--- src/core/two_wire_bus_master_cfg.svh ---
// Purpose: Constants for the two-wire master interrupt enable block
// Assumes: Byte addresses on the register port, 32-bit data
// Notes:   Included by the package and the design modules
`ifndef TMIE_CFG_SVH
`define TMIE_CFG_SVH

// ----------------------------------------------------------------
// Register map
// ----------------------------------------------------------------
`define TMIE_ADDR_W        12
`define TMIE_OFS_ENABLE    12'h300
`define TMIE_OFS_SET       12'h304
`define TMIE_OFS_CLEAR     12'h308

// ----------------------------------------------------------------
// Field positions
// ----------------------------------------------------------------
`define TMIE_BIT_HALTED    1
`define TMIE_BIT_ERROR     9
`define TMIE_BIT_PAUSED    18
`define TMIE_BIT_RX_BEGUN  19
`define TMIE_BIT_TX_BEGUN  20
`define TMIE_BIT_LAST_RX   23
`define TMIE_BIT_LAST_TX   24
`define TMIE_ENABLE_RESET  32'h0000_0000
`define TMIE_EN_RESET      1'b0
`define TMIE_RDATA_IDLE    32'h0000_0000
`define TMIE_NUM_EVENTS    7

`endif

--- src/core/two_wire_bus_master_pkg.sv ---
// Purpose: Types for the two-wire master interrupt enable block
// Assumes: two_wire_bus_master_cfg.svh holds the numbers
// Notes:   Carrier struct for the register port, operation enum for the gates
`include "two_wire_bus_master_cfg.svh"
package tmie_pkg;
  typedef struct packed {
    logic [`TMIE_ADDR_W-1:0] addr;
    logic [31:0]             wdata;
    logic                    wr;
    logic                    rd;
  } tmie_req_s;

  typedef enum logic [1:0] {
    TMIE_OP_NONE  = 2'b00,
    TMIE_OP_WRITE = 2'b01,
    TMIE_OP_SET   = 2'b10,
    TMIE_OP_CLEAR = 2'b11
  } tmie_op_e;
endpackage

--- src/core/two_wire_bus_master_gate.sv ---
// Purpose: One enable bit and its event gate
// Assumes: Operation decoded by the parent
// Notes:   Event pulse gated by the stored enable
`timescale 1ns/1ps
`include "two_wire_bus_master_cfg.svh"
module tmie_gate (
  input  wire logic               clk_sys_i,
  input  wire logic               resetn_i,
  input  wire tmie_pkg::tmie_op_e op_i,
  input  wire logic               wbit_i,
  input  wire logic               event_i,
  output logic                    enable_o,
  output logic                    fire_o
);
  import tmie_pkg::*;

  // ----------------------------------------------------------------
  // Enable state
  // ----------------------------------------------------------------
  always_ff @(posedge clk_sys_i) begin
    if (!resetn_i) begin
      enable_o <= `TMIE_EN_RESET;
    end else begin
      case (op_i)
        TMIE_OP_WRITE: enable_o <= wbit_i;
        TMIE_OP_SET:   if (wbit_i) enable_o <= 1'b1;
        TMIE_OP_CLEAR: if (wbit_i) enable_o <= 1'b0;
        default:       enable_o <= enable_o;
      endcase
    end
  end

  assign fire_o = event_i & enable_o;
endmodule

--- src/core/two_wire_bus_master_irq_enable.sv ---
// Purpose: Interrupt enable, set and clear registers with irq output
// Assumes: Events are one-cycle pulses from the protocol engine
// Notes:   Three addresses view one shared enable state
`timescale 1ns/1ps
`include "two_wire_bus_master_cfg.svh"
module tmie_irq_enable (
  input  wire logic                        clk_sys_i,
  input  wire logic                        resetn_i,
  input  wire tmie_pkg::tmie_req_s         req_i,
  input  wire logic [`TMIE_NUM_EVENTS-1:0] event_i,
  output logic [31:0]                      rdata_o,
  output logic                             irq_o
);
  import tmie_pkg::*;

  // ----------------------------------------------------------------
  // Event order: halted, error, paused, rx begun, tx begun, last rx, last tx
  // ----------------------------------------------------------------
  // Positions are sparse; every other bit is ignored and reads zero
  localparam int NUM_EV = `TMIE_NUM_EVENTS;
  localparam int POS [NUM_EV] = '{
    `TMIE_BIT_HALTED,
    `TMIE_BIT_ERROR,
    `TMIE_BIT_PAUSED,
    `TMIE_BIT_RX_BEGUN,
    `TMIE_BIT_TX_BEGUN,
    `TMIE_BIT_LAST_RX,
    `TMIE_BIT_LAST_TX
  };

  tmie_op_e          op;
  logic [NUM_EV-1:0] en;
  logic [NUM_EV-1:0] fire;
  logic [31:0]       en_word;
  logic              hit_map;

  // ----------------------------------------------------------------
  // Address decode
  // ----------------------------------------------------------------
  // Only writes act on state; a read never moves an enable
  always_comb begin
    op = TMIE_OP_NONE;
    if (req_i.wr) begin
      case (req_i.addr)
        `TMIE_OFS_ENABLE: op = TMIE_OP_WRITE;
        `TMIE_OFS_SET:    op = TMIE_OP_SET;
        `TMIE_OFS_CLEAR:  op = TMIE_OP_CLEAR;
        default:          op = TMIE_OP_NONE;
      endcase
    end
  end

  // Any of the three views; other offsets read as zero
  always_comb begin
    hit_map = 1'b0;
    case (req_i.addr)
      `TMIE_OFS_ENABLE: hit_map = 1'b1;
      `TMIE_OFS_SET:    hit_map = 1'b1;
      `TMIE_OFS_CLEAR:  hit_map = 1'b1;
      default:          hit_map = 1'b0;
    endcase
  end

  // ----------------------------------------------------------------
  // Per-event enable bits
  // ----------------------------------------------------------------
  genvar g;
  generate
    for (g = 0; g < NUM_EV; g++) begin : g_bit
      // Covers each enable
      tmie_gate u_gate (
        .clk_sys_i (clk_sys_i),
        .resetn_i  (resetn_i),
        .op_i      (op),
        .wbit_i    (req_i.wdata[POS[g]]),
        .event_i   (event_i[g]),
        .enable_o  (en[g]),
        .fire_o    (fire[g])
      );
    end
  endgenerate

  // Scatter the compact enables to their register positions
  always_comb begin
    en_word = `TMIE_ENABLE_RESET;
    for (int i = 0; i < NUM_EV; i++) begin
      en_word[POS[i]] = en[i];
    end
  end

  // ----------------------------------------------------------------
  // Read port
  // ----------------------------------------------------------------
  // Data stands for one cycle only, so a late sample sees zero
  always_ff @(posedge clk_sys_i) begin
    if (!resetn_i) begin
      rdata_o <= `TMIE_RDATA_IDLE;
    end else if (req_i.rd && hit_map) begin
      rdata_o <= en_word;
    end else begin
      rdata_o <= `TMIE_RDATA_IDLE;
    end
  end

  // ----------------------------------------------------------------
  // Interrupt output
  // ----------------------------------------------------------------
  // Registered so the output comes from a flop; costs one cycle
  // Not sticky: the event source holds its flag to keep irq up
  always_ff @(posedge clk_sys_i) begin
    if (!resetn_i) begin
      irq_o <= 1'b0;
    end else begin
      irq_o <= |fire;
    end
  end

  // ----------------------------------------------------------------
  // Per-bit checks
  // ----------------------------------------------------------------
  // One set of checks per event, so every position is exercised
  generate
    for (g = 0; g < NUM_EV; g++) begin : g_chk

    end
  endgenerate
endmodule

--- config.mk ---
export PLATFORM = sky130hd
export DESIGN_NAME = tmie_irq_enable
export DESIGN_NICKNAME = d
export VERILOG_FILES = /design/src/core/two_wire_bus_master_pkg.sv /design/src/core/two_wire_bus_master_gate.sv /design/src/core/two_wire_bus_master_irq_enable.sv
export VERILOG_INCLUDE_DIRS = /design/src /design/src/core
export SDC_FILE = /design/constraint.sdc
export NUM_CORES = 1
export LEC_CHECK = 0
export BUFFER_PORTS_ARGS = -buffer_cell sky130_fd_sc_hd__buf_2
export CAP_MARGIN = 25
export CORE_AREA = 2 2 53 55
export DETAILED_ROUTE_END_ITERATION = 10
export DIE_AREA = 0 0 55 57
export PLACE_DENSITY = 0.84
export SKIP_LAST_GASP = 1
export SLEW_MARGIN = 40
export SYNTH_ARGS = -nofsm -noshare
export SYNTH_HDL_FRONTEND = slang
export SYNTH_SLANG_ARGS = --single-unit
--- constraint.sdc ---
create_clock -name clk_sys_i -period 2.2 [get_ports clk_sys_i]
set_input_delay 0.22 -clock clk_sys_i [delete_from_list [all_inputs] [get_ports clk_sys_i]]
set_output_delay 0.22 -clock clk_sys_i [all_outputs]
set_load 0.005 [all_outputs]
* Word level (Yosys, flattened, before mapping)
Cells that the tools add are included.
** Storage, ports and cells
- Output and inout bits :: 33
- Register bits :: 40
- Bits of input ports :: 55
** Cells by class
- Bitwise gates (word level) :: 7
- Reduce and logical (&&, ||, !) cells :: 12
- Equal/unequal tests :: 20
- Multiplexer cells :: 24
** Operators with widths (number)
- equality test 12 x 10 -> 1 bit (second input constant) :: 3
- != test 2 bit (second input constant) :: 14
- one-hot mux 1 bit (3 select lines) :: 7
- AND reduction 3 bit :: 7
- 2-to-1 mux 1 bit :: 15
- bitwise AND 1 bit :: 7
- OR reduction 7 bit :: 1
- one-hot mux 2 bit (3 select lines) :: 1
- equality test 2 bit (second input constant) :: 2
- nonzero test 3 bit :: 1
- OR reduction 3 bit :: 1
- equality test 2 x 1 -> 1 bit (second input constant) :: 1
- 2-to-1 mux 2 bit :: 1
- AND reduction 2 bit :: 1
- logical AND 1 bit :: 1

* Longest topological paths before layout
- Word-level depth :: 6
- Depth in mapped cells :: 4
- Depth with buffers taken out :: 4

* By module
From an unflattened synthesis, not the netlist that was laid out.
** Second synthesis, totals
- Cells, all modules :: 103
- Area, all modules :: 934.6 um^2
** By module, submodules not included
- tmie_irq_enable :: sequential area each 160.2 um^2, area each 523.0 um^2, cells an instance 54, instances 1
- tmie_gate :: sequential area each 20.0 um^2, area each 58.8 um^2, cells an instance 7, instances 7

* Least setup slack after synthesis
Ideal clock, no wire load.
- Kind :: input -> register
- From :: input port req_i[35] (netlist name)
- To :: register rdata_o[18]
- Setup slack :: 573 ps
- Data arrival time :: 1567 ps
- Cell stages on the path :: 4
- Setup time :: 60 ps
- Path through :: or4_4 -> or2_4 -> a2111oi_4 -> and2_1
** Between the ends
- Word-level cells in the longest chain between the ends :: 5
** Ends and longest elaborated chain
- from (decl) :: line two_wire_bus_master_irq_enable.sv:9 : input wire tmie_pkg::tmie_req_s req_i,
- equality test 12 x 10 -> 1 bit :: line two_wire_bus_master_irq_enable.sv:56 : case (req_i.addr)
- OR reduction 3 bit (no line) (*)
- 2-to-1 mux 1 bit (*) :: line two_wire_bus_master_irq_enable.sv:56
- logical AND 1 bit (*) :: line two_wire_bus_master_irq_enable.sv:98 : end else if (req_i.rd && hit_map) begin
- AND reduction 2 bit (no line) (*)
- to (signal assigned) :: line two_wire_bus_master_irq_enable.sv:97 : rdata_o <= `TMIE_RDATA_IDLE;
- to (signal assigned) :: line two_wire_bus_master_irq_enable.sv:99 : rdata_o <= en_word;
- to (signal assigned) :: line two_wire_bus_master_irq_enable.sv:101 : rdata_o <= `TMIE_RDATA_IDLE;
- to (decl) :: line two_wire_bus_master_irq_enable.sv:11 : output logic [31:0] rdata_o,
Every way passes the cells marked *; elsewhere a longest branch is shown, timed or not.
A chain may end at the register's enable or synchronous reset.

* Worst setup path after layout
- From :: input port req_i[35] (netlist name)
- To :: register rdata_o[9]
Same word-level chain as after synthesis.

==> metrics.md <==
| Metric | Value |
|---|---|
| Postcts setup bufs | 0 |
| Top-count cell post-synth | buf_4 |
| Largest cells by area after synthesis | dfxtp_1, buf_4, a32o_1 |
| Initial Util | 30.7% |
| GPL Wtd Cong | 0.678 |
| Yosys reg bits | 15 |
| Vias per inst | 4.39 |
| Max FO, Critical Path | 7 |
| Port Buffers | 37 |
| Critical path, cell by cell | buf_2, or4_4, or2_4, a2111oi_4, and2_1 |
| DR WL/cell | 10.5 µm |
| Vias in the first global route | 591 |
| Hold Fails Final Rpt | 0 |
| CP Capture Point | rdata_o[9]$_SDFF_PN0_ |
| Register-to-register path setup slack | 1320 ps |
| # clock sinks | 15 |
| Post-synth top flop | dfxtp_1 |
| WP depth | 5 |
| Leading area contributor after synthesis | dfxtp_1 |
| Num CTS Buffers | 3 |
| Hold_buf cts | 0 |
| WP data arrival | 1820 ps |
| Final core occ | a little over a third |
| Synth warn | 0 |
| CP Data Required Time | 2440 ps |
| Detailed Routing Iterations Pass 1 | 4 |
| PD cells | 506 nW/µm² |
| Hold path start | req_i[22] |
| Cell family with most CP delay | simple AND/OR/NAND/NOR gates |
| Die area | 3140 µm² |
| Startpoint types | primary input |
| Post_cts resized | 0 |
| Tmin final | 1590 ps |
| Post-synth EDFFs | 0 |
| CTS root buf | clkbuf_4 |
| First-pass GRT wire length | 2.39 mm |
| 1st-iter DRT viols | 15 |
| Multi-input logic area | a little under 400 µm² |
| Die Y | 57 µm |
| Detailed-route via count | 654 |
| Reg-to-reg endpoint | irq_o$_SDFF_PN0_ |
| Mapped Avg Cell Area | 10.2 µm² |
| Fin nets | 174 |
| Mapped Cells | 79 |
| Mapped Area | about 800 µm² |
| Io pins | 88 |
| Row cnt | 19 |
| Post-synth ARST share | 0% |
| Fin Setup TNS | 0 ps |
| Die width | ~55 µm |
| Commonest cells post-synth | buf_4, dfxtp_1, a32o_1, and2_1, o21ai_0 |
| Critical Path Source | req_i[35] |
| Largest net degree at the start of global routing | 11 |
| Leak pwr | roughly 0.00046 µW |
| Worst vdd ir | 0.253 mV |
| Worst Path Buf+Inv | 1 |
| Diodes inserted | 0 |
| Storage element area | 300 µm² |
| Area share of the largest cell type after synthesis | 37.4% |
| Final setup skew | 3.43 ps |
| Power consumption | about 480 µW |
| GRT overflow | 0 |
| Setup violators final | 0 |
| DPL Wire Length | 1.21 mm |
| Htree depth | 1 |
| Status | finished clean |
| Sequential area share after synthesis | 37.4% |
| Final period util | 72.1% |
| Worst-path clk slew | 80 ps |
| CP max-delay cell | or4_4 |
| CTS tree | done |
| RSZ-0062 raised after global routing | false |
| Core area | 2620 µm² |
| Overall global routing resource usage | 10.4% |
| Fill cells | 265 |
| Remaining DRCs | 0 |
| Crit. End Element | flip-flop |
| Netlist cell types | 17 |
| Max_cap viols | 0 |
| Register-to-Register Path Depth | 2 |
| HP Class | primary input to flip-flop |
| CP max stage delay | 540 ps |
| Critical path type | primary input to flip-flop |
| Layout area overhead | 18.6% |
| WL final | 1.56 mm |
| ANT nets after route | 0 |
| R2r startpoint | g_bit[0].u_gate.enable_o$_SDFFE_PN0P_ |
| Number of antenna violations at the first check in global routing | 0 |
| Max-slew violation total from the final report | 0 |
| Clock buffer depth | 2 |
| Layout cells sized above 1 | 39.0% |
| Worst skew pair latency | roughly 290 ps |
| FMAX | 631 MHz |
==> through the flow <==
step | hold WS, ps | setup WS (ps) | std cells | instance area, µm²
4_1_cts | 155 | 614 | 149 | 951
2_1_floorplan | 346 | 573 | 103 | 892
5_1_grt | 163 | 547 | 149 | 951
6_report | 154 | 614 | 149 | 951
3_3_place_gp | 453 | 350 | 145 | 925
3_5_place_dp | 451 | 312 | 145 | 925
==> worst min-delay path by stage <==
| stage | end | slack, ps | cells after the start |
|---|---|---|---|
| after global placement | g_bit[6].u_gate.enable_o$_SDFFE_PN0P_ | 450 | 2 |
| after detailed placement | g_bit[4].u_gate.enable_o$_SDFFE_PN0P_ | 450 | 2 |
| after CTS | g_bit[1].u_gate.enable_o$_SDFFE_PN0P_ | 150 | 2 |
| after global routing | g_bit[1].u_gate.enable_o$_SDFFE_PN0P_ | 160 | 2 |
| final | g_bit[4].u_gate.enable_o$_SDFFE_PN0P_ | 150 | 2 |
| after floorplan | g_bit[0].u_gate.enable_o$_SDFFE_PN0P_ | 350 | 1 |
==> final cells by class <==
type,count,area share (%)
inverters,2,0.789
clock buffers,4,2.76
well taps,31,4.08
multi-input cells,60,41.3
repair buffers,37,19.5
flip-flops and latches,15,31.6
==> routing by layer <==
layer / global-route usage [%] / vias up / share of wire [%]
li1: - / 311 / -
met1: 9.09 / 291 / 35
met2: 20.9 / 49 / 51
met4: 6.27 / 0 / 1.9
met5: 0 / - / 0
met3: 0.785 / 3 / 12
==> worst register-to-register path, cell delays in order, from the launching register on <==
cell and delay [ps]:
dfxtp_1 330, a222oi_1 320, a31oi_1 120
==> power by group <==
group          switching, µW  internal [µW]  total, µW
clock network           86.4           70.7        157
logic                   31.2           21.5       52.6
registers             0.0188            271        271
total                    118            363        481
==> cells in the final DEF, fill, tap and decap left out <==
cell type   n
nor4_4      2
a22oi_1     2
and2_1      7
nand2_1     3
a31oi_1     1
inv_1       2
o21ai_0     7
conb_1     25
or2_4       1
a222oi_1    1
clkbuf_1    1
a32o_1      7
dfxtp_1    15
a2111oi_4   1
buf_2      37
or4_4       2
clkbuf_4    3
nand2b_1    1
==> logic make-up after synthesis <==
kind of cell / count (synthesis) / share of synthesized area [%]
compound gates: 19 / 20.4
buf+inv: 28 / 24.8
flops: 15 / 37.4
other cells: 1 / 0.468
simple gates: 16 / 16.8
==> flip-flops by register name (all words and copies together) (netlist names) <==
register	cells
rdata_o	7
g_bit.u_gate.enable_o	7
irq_o	1
Power figures use the tool's default switching activity.
